### config.mk
export PLATFORM = sky130hd
export DESIGN_NAME = srd_shared_regs
export DESIGN_NICKNAME = d
export VERILOG_FILES = /design/src/verilog/srd_pkg.sv /design/src/verilog/srd_shared_regs.sv
export SDC_FILE = /design/constraint.sdc
export NUM_CORES = 1
export LEC_CHECK = 0
export BUFFER_PORTS_ARGS = -buffer_cell sky130_fd_sc_hd__buf_4
export CORE_AREA = 4 4 165 167
export DETAILED_ROUTE_END_ITERATION = 10
export DIE_AREA = 0 0 169 171
export PLACE_DENSITY_LB_ADDON = 0.08
export SYNTH_ARGS = -nofsm -noshare
export SYNTH_HDL_FRONTEND = slang
export SYNTH_SLANG_ARGS = --single-unit
### constraint.sdc
create_clock -name CLK_IN -period 2.2 [get_ports CLK_IN]
set_input_delay 0.22 -clock CLK_IN [delete_from_list [all_inputs] [get_ports CLK_IN]]
set_output_delay 0.22 -clock CLK_IN [all_outputs]
set_load 0.02 [all_outputs]
### src/verilog/srd_pkg.sv
package srd_pkg;

  ////////////////////////////////////////////////////////////////////////////
  // Local port decode
  localparam int LRS_W = 2;
  localparam logic [1:0] LRS_DATA = 2'h0;
  localparam logic [1:0] LRS_INDEX = 2'h1;
  localparam logic [1:0] LRS_STATUS = 2'h2;
  localparam int IDX_AUTOINC_BIT = 7;
  localparam logic [6:0] IDX_LOCAL_BASE = 7'h20;
  localparam logic [6:0] IDX_GCFG = 7'h20;

  ////////////////////////////////////////////////////////////////////////////
  // Shared register byte offsets (same on both ports)
  localparam logic [4:0] SH_MBOX_END = 5'h10;
  localparam logic [4:0] SH_LDB_ST = 5'h10;
  localparam logic [4:0] SH_LDB_EN = 5'h11;
  localparam logic [4:0] SH_SDB_ST = 5'h12;
  localparam logic [4:0] SH_SDB_EN = 5'h13;
  localparam int MBOX_BYTES = 16;

  ////////////////////////////////////////////////////////////////////////////
  // System bus slave decode: address bits 11:5 of the XC80-XC9F window
  localparam int EISA_AW = 10;
  localparam int EISA_DW = 32;
  localparam logic [6:0] SLOT_SH_BASE = 7'h64;

  ////////////////////////////////////////////////////////////////////////////
  // Global configuration fields
  localparam int GCFG_SYS_LEVEL = 0;
  localparam int GCFG_LOC_HIGH = 1;
  localparam int GCFG_SYS_EN = 2;
  localparam int GCFG_LOC_EN = 3;
  localparam int GCFG_CH_LSB = 4;
  localparam logic [7:0] GCFG_RST = 8'h00;

  // Local status/control fields
  localparam int STAT_DONE_LSB = 4;

  ////////////////////////////////////////////////////////////////////////////
  typedef enum logic [1:0] {E_IDLE, E_WAIT1, E_WAIT2} srd_eisa_t;

  typedef struct packed {
    logic [MBOX_BYTES-1:0][7:0] mbox;
    logic [7:0] ldb_st;
    logic [7:0] ldb_en;
    logic [7:0] sdb_st;
    logic [7:0] sdb_en;
    logic [7:0] gcfg;
    logic [1:0] done_st;
    logic [1:0] done_prev;
    logic [7:0] index;
    logic last_local;
    srd_eisa_t e_state;
    logic e_wr;
    logic [2:0] e_adr;
    logic [3:0] e_be_n;
    logic [31:0] e_dout;
    logic exrdy;
    logic wb_ack;
    logic [7:0] wb_dout;
    logic s_req;
    logic l_req;
    logic s_rearm;
    logic l_rearm;
    logic s_irq;
    logic s_oe;
    logic l_irq;
  } srd_state_t;

  localparam srd_state_t STATE_RST = '{
    mbox: '0, ldb_st: 8'h00, ldb_en: 8'h00, sdb_st: 8'h00, sdb_en: 8'h00,
    gcfg: GCFG_RST, done_st: 2'h0, done_prev: 2'h0, index: 8'h00,
    last_local: 1'b0, e_state: E_IDLE, e_wr: 1'b0, e_adr: 3'h0,
    e_be_n: 4'hf, e_dout: 32'h0000_0000, exrdy: 1'b1, wb_ack: 1'b0,
    wb_dout: 8'h00, s_req: 1'b0, l_req: 1'b0, s_rearm: 1'b0,
    l_rearm: 1'b0, s_irq: 1'b0, s_oe: 1'b1, l_irq: 1'b1};

endpackage

### src/verilog/srd_shared_regs.sv
// The Wishbone interface to the registers and the placing of the registers were chosen for this implementation.
`timescale 1ns/1ps

// What this block does
// - Shared registers reachable from both ports; local-only and index from local port.
// - On simultaneous shared requests the local processor wins first unless the previous shared grant went to it.
// - Back-to-back contended shared accesses alternate grant between both sides.
// - Local port has 8-bit index and data registers picked by two select lines.
// - Index with bit 7 set advances after each data register access.
// - Local status/control is decoded directly by the two select lines.
// - System I/O at XC80-XC9F maps to shared registers via address and byte enables.
// - Uncontended system slave access takes two clocks plus one wait state.
// - System slave access losing arbitration takes two clocks plus two wait states.
// - Each wait state holds the ready line low for exactly one clock.
// - Two interrupt outputs: one toward system bus, one toward local processor.
// - System interrupt: rising edge in edge mode, active-low open collector in level.
// - Local interrupt polarity programmable; reset selects active low.
// - Local interrupt is always actively driven, never open collector.
// - Trigger and polarity modes are fields of the global configuration register.
// - Each event is masked individually and by a global enable.
// - Only local writes to the system doorbell raise the system interrupt.
// - Local interrupt raised by system writes to the local doorbell and channel transfer completion.
// - Events are edge captured and ORed; later events give no new request.
module srd_shared_regs (
  input wire logic CLK_IN, // Bus clock
  input wire logic NRST_IN, // Async reset, active low
  input wire logic WB_CYC_IN, // Local port Wishbone cycle
  input wire logic WB_STB_IN, // Local port Wishbone strobe
  input wire logic WB_WE_IN, // Local port write
  input wire logic [srd_pkg::LRS_W-1:0] WB_ADR_IN, // Local register select lines
  input wire logic WB_SEL_IN, // Byte lane select
  input wire logic [7:0] WB_DAT_IN, // Local write data
  output logic [7:0] WB_DAT_OUT, // Local read data
  output logic WB_ACK_OUT, // Local access done
  input wire logic EISA_START_IN, // System slave cycle start pulse
  input wire logic EISA_WR_IN, // System slave write
  input wire logic [srd_pkg::EISA_AW-1:0] EISA_ADR_IN, // System address 11:2
  input wire logic [3:0] EISA_BE_N_IN, // System byte enables, low active
  input wire logic [srd_pkg::EISA_DW-1:0] EISA_DAT_IN, // System write data
  output logic [srd_pkg::EISA_DW-1:0] EISA_DAT_OUT, // System read data
  output logic EISA_EXRDY_OUT, // Slave ready, low inserts a wait
  output logic SYS_IRQ_OUT, // System side interrupt level
  output logic SYS_IRQ_OE_OUT, // System side interrupt drive enable
  output logic LOC_IRQ_OUT, // Local side interrupt
  input wire logic [1:0] CH_BUSY_IN, // Channel busy flags
  input wire logic [1:0] XFER_DONE_IN // Channel transfer complete levels
);
  import srd_pkg::*;

  srd_state_t s;
  srd_state_t n;
  logic wb_req;
  logic l_data;
  logic l_shared;
  logic e_req;
  logic e_hit;
  logic conflict;
  logic grant_e;
  logic grant_l;
  logic lexec;
  logic sys_pend;
  logic loc_pend;

  ////////////////////////////////////////////////////////////////////////////
  // Shared register access helpers
  function automatic logic [7:0] sh_read(input srd_state_t st, input logic [4:0] off);
    logic [7:0] r;
    r = 8'h00;
    if (off < SH_MBOX_END) begin
      r = st.mbox[off[3:0]];
    end else begin
      case (off)
        SH_LDB_ST: r = st.ldb_st;
        SH_LDB_EN: r = st.ldb_en;
        SH_SDB_ST: r = st.sdb_st;
        SH_SDB_EN: r = st.sdb_en;
        default: r = 8'h00;
      endcase
    end
    return r;
  endfunction

  // Doorbell status: the ringing side sets bits, the serviced side clears them
  function automatic srd_state_t sh_write(input srd_state_t st, input logic [4:0] off,
                                          input logic [7:0] d, input logic from_sys);
    srd_state_t r;
    r = st;
    if (off < SH_MBOX_END) begin
      r.mbox[off[3:0]] = d;
    end else begin
      case (off)
        SH_LDB_ST: begin
          if (from_sys) begin
            r.ldb_st = st.ldb_st | d;
          end else begin
            r.ldb_st = st.ldb_st & ~d;
            r.l_rearm = 1'b1;
          end
        end
        SH_LDB_EN: begin
          r.ldb_en = d;
          r.l_rearm = 1'b1;
        end
        SH_SDB_ST: begin
          if (from_sys) begin
            r.sdb_st = st.sdb_st & ~d;
            r.s_rearm = 1'b1;
          end else begin
            r.sdb_st = st.sdb_st | d;
          end
        end
        SH_SDB_EN: begin
          r.sdb_en = d;
          r.s_rearm = 1'b1;
        end
        default: r = st;
      endcase
    end
    return r;
  endfunction

  ////////////////////////////////////////////////////////////////////////////
  // Next state
  always_comb begin
    n = s;
    n.wb_ack = 1'b0;
    n.s_rearm = 1'b0;
    n.l_rearm = 1'b0;

    wb_req = WB_CYC_IN & WB_STB_IN & ~s.wb_ack;
    l_data = wb_req & (WB_ADR_IN == LRS_DATA);
    l_shared = l_data & (s.index[6:0] < IDX_LOCAL_BASE);
    e_req = (s.e_state == E_WAIT1) | (s.e_state == E_WAIT2);
    e_hit = EISA_START_IN & (EISA_ADR_IN[9:3] == SLOT_SH_BASE) & ~(&EISA_BE_N_IN);
    conflict = l_shared & e_req;
    // A second wait always wins, so the system side never loses arbitration twice
    grant_e = e_req & (~l_shared | (s.e_state == E_WAIT2) | s.last_local);
    grant_l = l_shared & ~grant_e;
    lexec = wb_req & (~l_shared | grant_l);

    sys_pend = s.gcfg[GCFG_SYS_EN] & (|(s.sdb_st & s.sdb_en));
    loc_pend = s.gcfg[GCFG_LOC_EN] & ((|(s.ldb_st & s.ldb_en)) |
               (|(s.done_st & s.gcfg[GCFG_CH_LSB +: 2])));

    if (grant_l) begin
      n.last_local = 1'b1;
    end else if (grant_e) begin
      n.last_local = 1'b0;
    end

    //////////////////////////////////////////////////////////////////////////
    // Local port
    if (lexec) begin
      n.wb_ack = 1'b1;
      case (WB_ADR_IN)
        LRS_DATA: begin
          // Index selects the target, data moves through here
          if (s.index[6:0] < IDX_LOCAL_BASE) begin
            n.wb_dout = sh_read(s, s.index[4:0]);
            if (WB_WE_IN && WB_SEL_IN) begin
              n = sh_write(n, s.index[4:0], WB_DAT_IN, 1'b0);
            end
          end else if (s.index[6:0] == IDX_GCFG) begin
            n.wb_dout = s.gcfg;
            if (WB_WE_IN && WB_SEL_IN) begin
              n.gcfg = WB_DAT_IN;
            end
          end else begin
            n.wb_dout = 8'h00;
          end
          if (s.index[IDX_AUTOINC_BIT]) begin
            n.index = {1'b1, s.index[6:0] + 7'h01};
          end
        end
        LRS_INDEX: begin
          n.wb_dout = s.index;
          if (WB_WE_IN && WB_SEL_IN) begin
            n.index = WB_DAT_IN;
          end
        end
        LRS_STATUS: begin
          n.wb_dout = {1'b0, s.l_req, s.done_st, 2'b00, CH_BUSY_IN};
          if (WB_WE_IN && WB_SEL_IN) begin
            n.done_st = s.done_st & ~WB_DAT_IN[STAT_DONE_LSB +: 2];
            n.l_rearm = 1'b1;
          end
        end
        default: n.wb_dout = 8'h00;
      endcase
    end

    //////////////////////////////////////////////////////////////////////////
    // System bus slave
    case (s.e_state)
      E_IDLE: begin
        if (e_hit) begin
          n.e_state = E_WAIT1;
          n.e_wr = EISA_WR_IN;
          n.e_adr = EISA_ADR_IN[2:0];
          n.e_be_n = EISA_BE_N_IN;
        end
      end
      E_WAIT1, E_WAIT2: begin
        if (grant_e) begin
          n.e_state = E_IDLE;
          for (int b = 0; b < 4; b++) begin
            if (!s.e_be_n[b]) begin
              n.e_dout[8*b +: 8] = sh_read(s, {s.e_adr, 2'(b)});
              if (s.e_wr) begin
                n = sh_write(n, {s.e_adr, 2'(b)}, EISA_DAT_IN[8*b +: 8], 1'b1);
              end
            end
          end
        end else begin
          n.e_state = E_WAIT2;
        end
      end
      default: n.e_state = E_IDLE;
    endcase
    n.exrdy = (n.e_state == E_IDLE);

    //////////////////////////////////////////////////////////////////////////
    // Channel completion edges; a set wins over a same-cycle clear
    n.done_prev = XFER_DONE_IN;
    n.done_st = n.done_st | (XFER_DONE_IN & ~s.done_prev);

    //////////////////////////////////////////////////////////////////////////
    // Interrupt requests, dropped for one cycle after a clear or re-enable
    n.s_req = sys_pend & ~s.s_rearm;
    n.l_req = loc_pend & ~s.l_rearm;
    n.s_irq = n.gcfg[GCFG_SYS_LEVEL] ? 1'b0 : n.s_req;
    n.s_oe = n.gcfg[GCFG_SYS_LEVEL] ? n.s_req : 1'b1;
    n.l_irq = n.l_req ~^ n.gcfg[GCFG_LOC_HIGH];
  end

  always_ff @(posedge CLK_IN or negedge NRST_IN) begin
    if (!NRST_IN) begin
      s <= STATE_RST;
    end else begin
      s <= n;
    end
  end

  assign WB_DAT_OUT = s.wb_dout;
  assign WB_ACK_OUT = s.wb_ack;
  assign EISA_DAT_OUT = s.e_dout;
  assign EISA_EXRDY_OUT = s.exrdy;
  assign SYS_IRQ_OUT = s.s_irq;
  assign SYS_IRQ_OE_OUT = s.s_oe;
  assign LOC_IRQ_OUT = s.l_irq;

  ////////////////////////////////////////////////////////////////////////////
  // Checks
  a_slave_start: assert property (@(posedge CLK_IN) disable iff (!NRST_IN)
    (s.e_state == E_IDLE && e_hit) |=> !EISA_EXRDY_OUT)
    else $error("Wait state not inserted after slave start");

  a_slave_fast: assert property (@(posedge CLK_IN) disable iff (!NRST_IN)
    (s.e_state == E_WAIT1 && grant_e) |=> EISA_EXRDY_OUT)
    else $error("Uncontended slave access took more than one wait");

  a_slave_lost: assert property (@(posedge CLK_IN) disable iff (!NRST_IN)
    (s.e_state == E_WAIT1 && !grant_e) |=> !EISA_EXRDY_OUT ##1 EISA_EXRDY_OUT)
    else $error("Lost slave access did not take exactly two waits");

  a_wait_bclk: assert property (@(posedge CLK_IN) disable iff (!NRST_IN)
    $fell(EISA_EXRDY_OUT) |-> ##[1:2] EISA_EXRDY_OUT)
    else $error("Ready held low longer than two clocks");

  a_local_first: assert property (@(posedge CLK_IN) disable iff (!NRST_IN)
    (conflict && !s.last_local && s.e_state == E_WAIT1) |-> grant_l && !grant_e)
    else $error("Local port lost a fresh contention");

  a_rotate_grant: assert property (@(posedge CLK_IN) disable iff (!NRST_IN)
    (conflict && s.last_local) |-> grant_e && !grant_l)
    else $error("Grant did not alternate");

  a_index_step: assert property (@(posedge CLK_IN) disable iff (!NRST_IN)
    (lexec && WB_ADR_IN == LRS_DATA && s.index[IDX_AUTOINC_BIT]) |=>
    (s.index[6:0] == $past(s.index[6:0]) + 7'h01) && s.index[IDX_AUTOINC_BIT])
    else $error("Index did not advance");

  a_loc_polarity: assert property (@(posedge CLK_IN) disable iff (!NRST_IN)
    LOC_IRQ_OUT == (s.l_req ~^ s.gcfg[GCFG_LOC_HIGH]))
    else $error("Local interrupt polarity wrong");

  a_sys_level_oc: assert property (@(posedge CLK_IN) disable iff (!NRST_IN)
    s.gcfg[GCFG_SYS_LEVEL] |-> !SYS_IRQ_OUT && (SYS_IRQ_OE_OUT == s.s_req))
    else $error("System interrupt not open collector in level mode");

  a_sys_cause: assert property (@(posedge CLK_IN) disable iff (!NRST_IN)
    $rose(s.s_req) |-> $past(sys_pend) && s.gcfg[GCFG_SYS_EN] == $past(s.gcfg[GCFG_SYS_EN]))
    else $error("System interrupt raised without enabled doorbell");

  a_mask_gate: assert property (@(posedge CLK_IN) disable iff (!NRST_IN)
    !s.gcfg[GCFG_LOC_EN] |=> !s.l_req)
    else $error("Globally disabled local interrupt asserted");

  a_rearm_drop: assert property (@(posedge CLK_IN) disable iff (!NRST_IN)
    (s.l_rearm && loc_pend) |=> !s.l_req ##1 s.l_req)
    else $error("Local request not re-raised after rearm");

  a_ack_one_cycle: assert property (@(posedge CLK_IN) disable iff (!NRST_IN)
    WB_ACK_OUT |=> !WB_ACK_OUT)
    else $error("Local acknowledge held longer than one cycle");

  a_ack_follows: assert property (@(posedge CLK_IN) disable iff (!NRST_IN)
    lexec |=> WB_ACK_OUT)
    else $error("Executed local access not acknowledged");

  a_local_bounded: assert property (@(posedge CLK_IN) disable iff (!NRST_IN)
    (wb_req && !lexec) |=> (lexec || !WB_STB_IN))
    else $error("Local access held off for more than one cycle");

  a_grant_excl: assert property (@(posedge CLK_IN) disable iff (!NRST_IN)
    !(grant_e && grant_l))
    else $error("Both sides granted in one cycle");

  a_idle_ready: assert property (@(posedge CLK_IN) disable iff (!NRST_IN)
    (s.e_state == E_IDLE) |-> EISA_EXRDY_OUT)
    else $error("Ready low with no slave cycle pending");

  a_miss_ignored: assert property (@(posedge CLK_IN) disable iff (!NRST_IN)
    (s.e_state == E_IDLE && EISA_START_IN && !e_hit) |=>
    (EISA_EXRDY_OUT && s.e_state == E_IDLE))
    else $error("Slave cycle started outside the shared window");

  a_busy_ignored: assert property (@(posedge CLK_IN) disable iff (!NRST_IN)
    (s.e_state != E_IDLE && EISA_START_IN) |=> s.e_state != E_WAIT1)
    else $error("Start accepted while a slave cycle was pending");

  a_sys_only_db: assert property (@(posedge CLK_IN) disable iff (!NRST_IN)
    s.s_req |-> $past(|(s.sdb_st & s.sdb_en)))
    else $error("System request without enabled system doorbell");

  a_loc_source: assert property (@(posedge CLK_IN) disable iff (!NRST_IN)
    s.l_req |-> $past((|(s.ldb_st & s.ldb_en)) ||
    (|(s.done_st & s.gcfg[GCFG_CH_LSB +: 2]))))
    else $error("Local request without doorbell or channel event");

  a_done_edge0: assert property (@(posedge CLK_IN) disable iff (!NRST_IN)
    (XFER_DONE_IN[0] && !s.done_prev[0]) |=> s.done_st[0])
    else $error("Channel 0 completion edge not captured");

  a_done_edge1: assert property (@(posedge CLK_IN) disable iff (!NRST_IN)
    (XFER_DONE_IN[1] && !s.done_prev[1]) |=> s.done_st[1])
    else $error("Channel 1 completion edge not captured");

  a_autoinc_off: assert property (@(posedge CLK_IN) disable iff (!NRST_IN)
    (lexec && WB_ADR_IN == LRS_DATA && !s.index[IDX_AUTOINC_BIT]) |=> $stable(s.index))
    else $error("Index moved with auto increment off");

  a_sel_refused: assert property (@(posedge CLK_IN) disable iff (!NRST_IN)
    (lexec && WB_ADR_IN == LRS_INDEX && !WB_SEL_IN) |=> $stable(s.index))
    else $error("Index written with byte lane deselected");

  a_sys_edge_mode: assert property (@(posedge CLK_IN) disable iff (!NRST_IN)
    !s.gcfg[GCFG_SYS_LEVEL] |-> (SYS_IRQ_OE_OUT && (SYS_IRQ_OUT == s.s_req)))
    else $error("System interrupt not driven in edge mode");

  a_eisa_no_cfg: assert property (@(posedge CLK_IN) disable iff (!NRST_IN)
    (grant_e && !lexec) |=> ($stable(s.gcfg) && $stable(s.index)))
    else $error("System access reached a local only register");

  a_gcfg_local: assert property (@(posedge CLK_IN) disable iff (!NRST_IN)
    $changed(s.gcfg) |-> $past(lexec && WB_WE_IN && WB_ADR_IN == LRS_DATA &&
    s.index[6:0] == IDX_GCFG))
    else $error("Global configuration changed without local write");

  a_sys_mask_gate: assert property (@(posedge CLK_IN) disable iff (!NRST_IN)
    !s.gcfg[GCFG_SYS_EN] |=> !s.s_req)
    else $error("Globally disabled system interrupt asserted");

  a_held_request: assert property (@(posedge CLK_IN) disable iff (!NRST_IN)
    (loc_pend && !s.l_rearm) |=> s.l_req)
    else $error("Local request dropped while still pending");

endmodule // srd_shared_regs

==> results of run 1 <==
[final cells by class]
class	count	area, um^2	share of cell area (%)
Multi-Input combinational cell	1039	7799	42.54
Clock inverter	12	172.7	0.9419
Timing Repair Buffer	334	3068	16.74
Clock buffer	41	820.8	4.478
Sequential cell	239	5996	32.71
Tap cell	335	419.2	2.287
Inverter	15	56.30	0.3071
[layout by cell type (no fill, tap or decap), drive strengths merged, types with 13 or more instances in the layout]
cell type | Yosys | layout
buf | 80 | 288
dfrtp | 232 | 232
o21ai | 212 | 212
nand2 | 185 | 185
mux2i | 180 | 180
nor2 | 85 | 85
a21oi | 72 | 72
dlygate4sd3 | 0 | 44
clkbuf | 69 | 43
mux4 | 36 | 36
a22oi | 27 | 27
mux2 | 22 | 22
nor2b | 19 | 19
nand3 | 17 | 17
inv | 13 | 15
nor3 | 15 | 15
a22o | 13 | 13
nor4 | 13 | 13
[sequential cells by signal, indices dropped and copies added (netlist names), named ones only]
signal	flops
LOC_IRQ_OUT	1
SYS_IRQ_OE_OUT	1
s	193
SYS_IRQ_OUT	1
WB_ACK_OUT	1
WB_DAT_OUT	8
EISA_DAT_OUT	32
EISA_EXRDY_OUT	1
[cells by family (layout without fill, tap and decap cells)]
group,count (synthesis),count (layout)
and+or+nand+nor,391,392
adders and majority gates,7,7
AOI/OAI and AO/OA,401,401
xor gates and xnor gates,1,1
buffers and inverters,164,402
DFF,239,239
muxes,238,238
[metal layers]
metal	share of wire [%]	global-route usage (%)	routed length [um]
met1	38	49.86	21150
met2	45	57.75	24910
met3	12	10.95	6606
met4	5.5	18.13	3092
met5	0.050	0	28
[critical path: stages, from the launching register on]
cell and delay (ps):
sky130_fd_sc_hd__dfrtp_2 480, sky130_fd_sc_hd__buf_6 170, sky130_fd_sc_hd__ha_4 180, sky130_fd_sc_hd__buf_6 130, sky130_fd_sc_hd__a222oi_1 490, sky130_fd_sc_hd__o21ai_0 170, sky130_fd_sc_hd__a211oi_1 240, sky130_fd_sc_hd__buf_4 170
sky130_fd_sc_hd__o21ai_0 70
[path summary, 6_finish.rpt]
check / cells after the start / start / end
setup / recovery: 8 / s[60]$_DFFE_PN0P_ / WB_DAT_OUT[6]$_DFFE_PN0N_
hold reg to reg: 1 / s[3]$_DFF_PN0_ / s[5]$_DFF_PN0_
hold / removal: 3 / CH_BUSY_IN[1] / WB_DAT_OUT[1]$_DFFE_PN0N_
setup reg to reg: 8 / s[60]$_DFFE_PN0P_ / WB_DAT_OUT[6]$_DFFE_PN0N_
max in group asynchronous: 3 / NRST_IN / EISA_EXRDY_OUT$_DFF_PN1_
min in group asynchronous: 2 / NRST_IN / EISA_DAT_OUT[6]$_DFFE_PN0P_
[timing repair]
action | CTS | global route
setup endpoints to repair | 140 | 154
pin swaps | 8 | 19
buffers inserted | 3 | 11
hold endpoints to repair | 234 | 0
hold buffers | 44 | 0
gates resized for setup | 36 | 100
cloned | 1 | 3
[where the power goes]
part           leakage, nW  switching, mW  internal [mW]
registers             3.24          0.603           4.91
clock network        0.483           1.99           3.06
logic                 4.49           2.77           2.35
==> results.txt, run 1 <==
- In this run the standard cell core region covers 25,760 um^2.
- In the synthesized netlist the dominant register cell turns out to be sky130_fd_sc_hd__dfrtp_1.
- The initial antenna violation count was 2.
* Post-route worst hold slack: slightly below 7 ps
- Post-route cell area: about 18,000 um^2
- Worst setup slack after layout: -51.62 ps
- On the final layout, the worst clock skew is 24.06 ps.
- Most numerous cell types in the synthesized netlist: 232 x sky130_fd_sc_hd__dfrtp_1, 206 x sky130_fd_sc_hd__o21ai_0, 185 x sky130_fd_sc_hd__nand2_1, 180 x sky130_fd_sc_hd__mux2i_1, 81 x sky130_fd_sc_hd__nor2_1
* Finished Layout Cells: around 2,000
- IR analysis of the VDD net gives a maximum drop of 0.7595 mV.
* IO Pins: ~110
- Clock-pin slew on the worst setup and hold paths: about 60 ps
- Most common cell in the synthesized netlist: sky130_fd_sc_hd__dfrtp_1
- The total overflow left after global routing is 0.
- CTS buffer count: 29
* Clock network latency to the later pin of the worst-skew pair: 570 ps
- Measured against the total synthesized area, the mux share comes to 20.40%.
- Routability cong.: 1.052
- Total Routing Usage GR: roughly 38%
- Depth of the CTS H-tree: 1
- Number of global-route vias before repair: 12,620
- The synthesized netlist devotes about an eighth of its cell area to simple gates.
* Leakage: 8.215 nW
- Type of the worst setup path: flip-flop to flip-flop
- Flip-flop and latch count after synthesis: approximately 240
- Measured against its own limit, the worst slew margin works out to 54.02%.
- Final setup TNS: -132.4 ps
- After the last flow step, the layout net total stands at roughly 1,700.
* Filler cell count in the final layout: around 2,000
- Across all layers, the routed design uses 13,030 vias.
* Share of the synthesized area in compound gates (AO/OA/AOI/OAI): 17.11%
- The first detailed-routing pass ran for 6 iterations.
- Post-Synthesis Net Count: 1,516
- Setup repair after global routing could not meet its margin everywhere.
- Number of placed cells counting well taps: between 1,500 and 2,000
- Summing the areas of all fa, ha and maj instances in the mapped netlist gives less than 1% of the synthesized area.
- During placement, the flow inserted port buffers numbering roughly 110.
- Number of distinct library cell variants in the gate-level netlist after synthesis: 72
* Asr flop ratio synth: 100.0%
- In the post-synthesis netlist, the biggest area contributors are sky130_fd_sc_hd__dfrtp_1 41%, sky130_fd_sc_hd__mux2i_1 13%, sky130_fd_sc_hd__o21ai_0 7.3%.
- In this run the vertical extent of the chip is roughly 170 um.
- Required time of the worst setup path: 2620 ps
- For this configuration, the core starts out at a cell density of 54.49%.
- Ant diodes: 0
- The die covers 28,900 um^2.
- Final number of hold-violating endpoints: 0
- The largest total area in the synthesized netlist belongs to sky130_fd_sc_hd__dfrtp_1.
- The number of pins with negative max-slew slack in the final report is 0.
- Total Wirelength: 55,790 um
- The setup check on the worst reg-to-reg path leaves a slack of -50 ps.
* Post-synthesis average cell area: 9.742 um^2
* Maximum number of pins on one net before global-route repair: 71
- In this run the cell area of the synthesized design comes to 14,040 um^2.
- Arrival time reported for the critical path endpoint: approximately 2700 ps
- The placed instances occupy a cell area of approximately 16,000 um^2.
- The floorplan has 59 rows.
- For the pin with the worst max-slew slack, the measured transition is 689.6 ps.
- Die extent in x: around 170 um
- Largest family of logic cells by synthesized area: multiplexers
- TritonCTS clock tree: done
- Max capacitance violation total: 0
- Max frequency: 444.1 MHz
- Detailed-placement wirelength estimate: 39,880 um
- Min cycle time layout: 2252 ps
- Worst min path class: input port to flip-flop
- Number of synthesized flops with an enable pin: 0
- The worst path uses 102.3% of the clock period.
- Maximum clock path buffer count: 3
* Total Power: 15.67 mW
- Post-place setup slack: -385.6 ps
* Number of clock sinks: 239
- Final standard cell utilization of the core: 71.15%
- Yosys printed 0 warnings.
* Setup crit start kind: flip-flop
- Final setup violation count: 4
* XOR/XNOR Fraction of Synth Area: less than 1%
- Violations in the final reports: negative setup slack
- Post-synthesis sequential area ratio: 42.66%
- Number of instances in the synthesized netlist: 1,441
- Post-synthesis to final-layout area growth: 30.58%
- The first global-routing pass estimated approximately 82,000 um of wire.
* Highest net fanout along the worst path: 6
- Cell at the root of the clock tree: sky130_fd_sc_hd__clkbuf_16
- The worst setup path is captured at a flip-flop.
* Vias/cell: ~6.5
- In the routed design, unresolved DRC markers number 0.
- Run status: finished, violations left
* Pwr per Cell Area: 854.7 nW/um^2
* Routed length per placed instance: 27.69 um
- The count of nets left with antenna violations once routing finished came out at 0.
* Detailed router's first-iteration violation count: 1,669
- Post-synth top area share: about two fifths
* Layout cells sized above 1: slightly above 30%
Power figures use the tool's default switching activity.
==> run 2: changes to the inputs <==
- REMOVE_ABC_BUFFERS: default -> 1
==> results.txt, run 2 (synthesis results as in run 1) <==
* Run status: finished clean
- Of the total power, the clock network draws 32.1%.
- Total Routing Usage GR: between 30 and 40%
- Summed over all layers, the global routing overflow is 0.
* Number of clock sinks: 239
* Routed length per placed instance: 26.15 um
- The HPWL after detailed placement is 37,980 um.
* Reg-to-reg startpoint: s[60]$_DFFE_PN0P_
* Clock network latency to the later pin of the worst-skew pair: 550 ps
- Final-report max-slew violation count: 0
* Worst min path class: input port to flip-flop
- Following the worst setup path forward leads to its endpoint at WB_DAT_OUT[0]$_DFFE_PN0N_.
* IO Pins: 113
- Excluding fillers, the count of instances in the completed layout stands at 2,001.
* Max frequency: between 400 and 500 MHz
* Global-route wire length before repair: between 70,000 and 80,000 um
- Maximum clock path buffer count: 3
- The first TritonRoute pass finished after 6 iterations.
* Maximum number of pins on one net before global-route repair: 55
- Routability cong.: 0.9835
- Die extent in x: 169 um
- Pwr per Cell Area: 836.8 nW/um^2
* Leakage: 8.082 nW
* Number of placed cells counting well taps: 1,895
* Highest net fanout along the worst path: 6
- Logic gate share of total power: 31.6%
* Max-Slew Margin vs Limit: ~61%
* Number of instances on the worst hold path: 3
- The clock arrives with 19.70 ps of skew.
- Die ar.: 28,900 um^2
- TritonCTS built the clock tree.
- Post-synthesis to final-layout area growth: 27.69%
- Vias/cell: between 6 and 7
- Clock-pin slew on the worst setup and hold paths: 60 ps
- s holds more flip-flops than any other register.
- The initial utilization of the core area, before any placement, comes to 54.49%.
- Min cycle time layout: between 2000 and 2500 ps
- Terminus of the critical flop-to-flop path: WB_DAT_OUT[0]$_DFFE_PN0N_
- Net switching is between 30 and 40% of the power.
- Die height: between 150 and 200 um
- Cell at the root of the clock tree: sky130_fd_sc_hd__clkbuf_16
- Type of the worst setup path: flip-flop to flip-flop
- At the worst endpoint, the required time is about 2600 ps.
- In this run the worst setup path begins at s[60]$_DFFE_PN0P_.
* Peak supply drop: 0.8104 mV
- Number of cells traversed by the worst register-to-register path: 8
* RSZ-0062 raised after global routing: yes
- Number of global-route vias before repair: 12,380
* DRC: 0
* Final net count: 1,719
- Max capacitance violation total: 0
- Total number of vias: 12,800
- Final number of hold-violating endpoints: 0
* Total internal power: between 9 and 10 mW
- Setup violations remaining at the end of the flow were counted as 0.
- Once detail routing completed, the nets flagged for antenna violations numbered 0.
- Leaving out fill and tap cells, the most frequent cell in the layout is sky130_fd_sc_hd__buf_4.
- Share of the cycle needed by the critical path after routing: 98.56%
- The initial antenna violation count came to 1.
- Portion of total power attributed to sequential cells: 36.3%
* Commonest cells after routing, fill and taps aside: 239 x sky130_fd_sc_hd__buf_4, 228 x sky130_fd_sc_hd__dfrtp_1, 197 x sky130_fd_sc_hd__o21ai_0
- Cells fill 69.58% of the core in the end.
- Core outline area: 25,760 um^2
- For this block, the routed nets add up to ~52,000 um of wire.
- Arrival time reported for the critical path endpoint: 2590 ps
* Critical path capture point type: flip-flop
* Num rows: roughly 60
- Setup slack on the worst reg-to-reg path comes out at ~32 ps.
- Net load switching power: 5.016 mW
* Slew at the pin with the worst max-slew slack: roughly 590 ps
- In this run the number of H-tree levels came out at 1.
- Detailed router's first-iteration violation count: 1,716
- Input/output buffers: between 100 and 150
* Largest register FFs: 193
- Layout cells sized above 1: between 20% and 30%
* Post-route worst hold slack: 77.85 ps
- CTS buffer count: 28
- Setup crit start kind: flip-flop
run 2: changes by cell type in the layout (fill, tap and decap cells not counted), sizes merged:
cell / before / now
buf: 288 / 277
bufinv: 4 / 1
clkbuf: 43 / 47
clkinv: 6 / 4
diode: 0 / 1
inv: 15 / 13
or2: 7 / 6
run 2: how the worst min path moves through the flow:
stage	start	to	slack (ps)
detailed placement	NRST_IN	s[182]$_DFF_PN0_	140
CTS	CH_BUSY_IN[1]	WB_DAT_OUT[1]$_DFFE_PN0N_	60
global placement	NRST_IN	s[182]$_DFF_PN0_	130
global route	CH_BUSY_IN[1]	WB_DAT_OUT[1]$_DFFE_PN0N_	80
floorplan	NRST_IN	EISA_DAT_OUT[0]$_DFFE_PN0P_	-80
finish	CH_BUSY_IN[1]	WB_DAT_OUT[1]$_DFFE_PN0N_	80
run 2: critical path, stage by stage, from the launching register on:
cell                       delay [ps]
sky130_fd_sc_hd__dfrtp_2          510
sky130_fd_sc_hd__buf_12           190
sky130_fd_sc_hd__buf_12           120
sky130_fd_sc_hd__mux4_2           490
sky130_fd_sc_hd__a22oi_1          220
sky130_fd_sc_hd__a21oi_1          110
sky130_fd_sc_hd__a211oi_2         170
sky130_fd_sc_hd__buf_4            170
sky130_fd_sc_hd__o21ai_1           60
run 2: metrics by stage:
step	instance area (um^2)	TNS, ps	power (mW)	setup WS [ps]
global placement	16160	-2304	9.748	-95.52
global route	17920	-191.5	15.53	-52.29
finish	17930	0	15.00	31.76
CTS	17630	-49.13	14.71	-22.57
detailed placement	16160	-6603	9.805	-192.9
floorplan	13280	-209140	7.378	-1719
run 2: final cells by class:
| cell class | count | area (um^2) |
|---|---|---|
| antenna | 1 | 2.502 |
| clock buffer | 46 | 909.6 |
| clock inverter | 5 | 55.05 |
| fill | 1989 | 7838 |
| inverter | 15 | 56.30 |
| multi-input combinational | 1038 | 7518 |
| sequential | 239 | 5995 |
| tap | 335 | 419.2 |
| timing repair buffer | 322 | 2970 |
run 2: layer usage:
layer  global-route usage [%]  up-vias  routed length (um)
met2                    54.59      741               23810
met5                        0        -                  54
met1                    50.27     6324               21560
met4                    10.64        2                1488
met3                    8.849       95                5409
li1                         -     5634                   -
run 2: power groups by stage:
| stage | logic [mW] | clock network, mW | registers, mW |
|---|---|---|---|
| floorplan | 1.66 | 0 | 5.72 |
| global placement | 4.29 | 0 | 5.45 |
| detailed placement | 4.34 | 0 | 5.46 |
| CTS | 4.47 | 4.84 | 5.40 |
| global route | 5.06 | 4.99 | 5.47 |
| finish | 4.74 | 4.82 | 5.44 |
run 2: repair_timing:
action / CTS / global route
hold buffers: 44 / 0
setup buffers: 4 / 5
gates cloned: 0 / 1
endpoints found under the setup margin: 124 / 128
hold endpoints to repair: 370 / 0
pin swaps: 1 / 18
gates resized for setup: 18 / 58
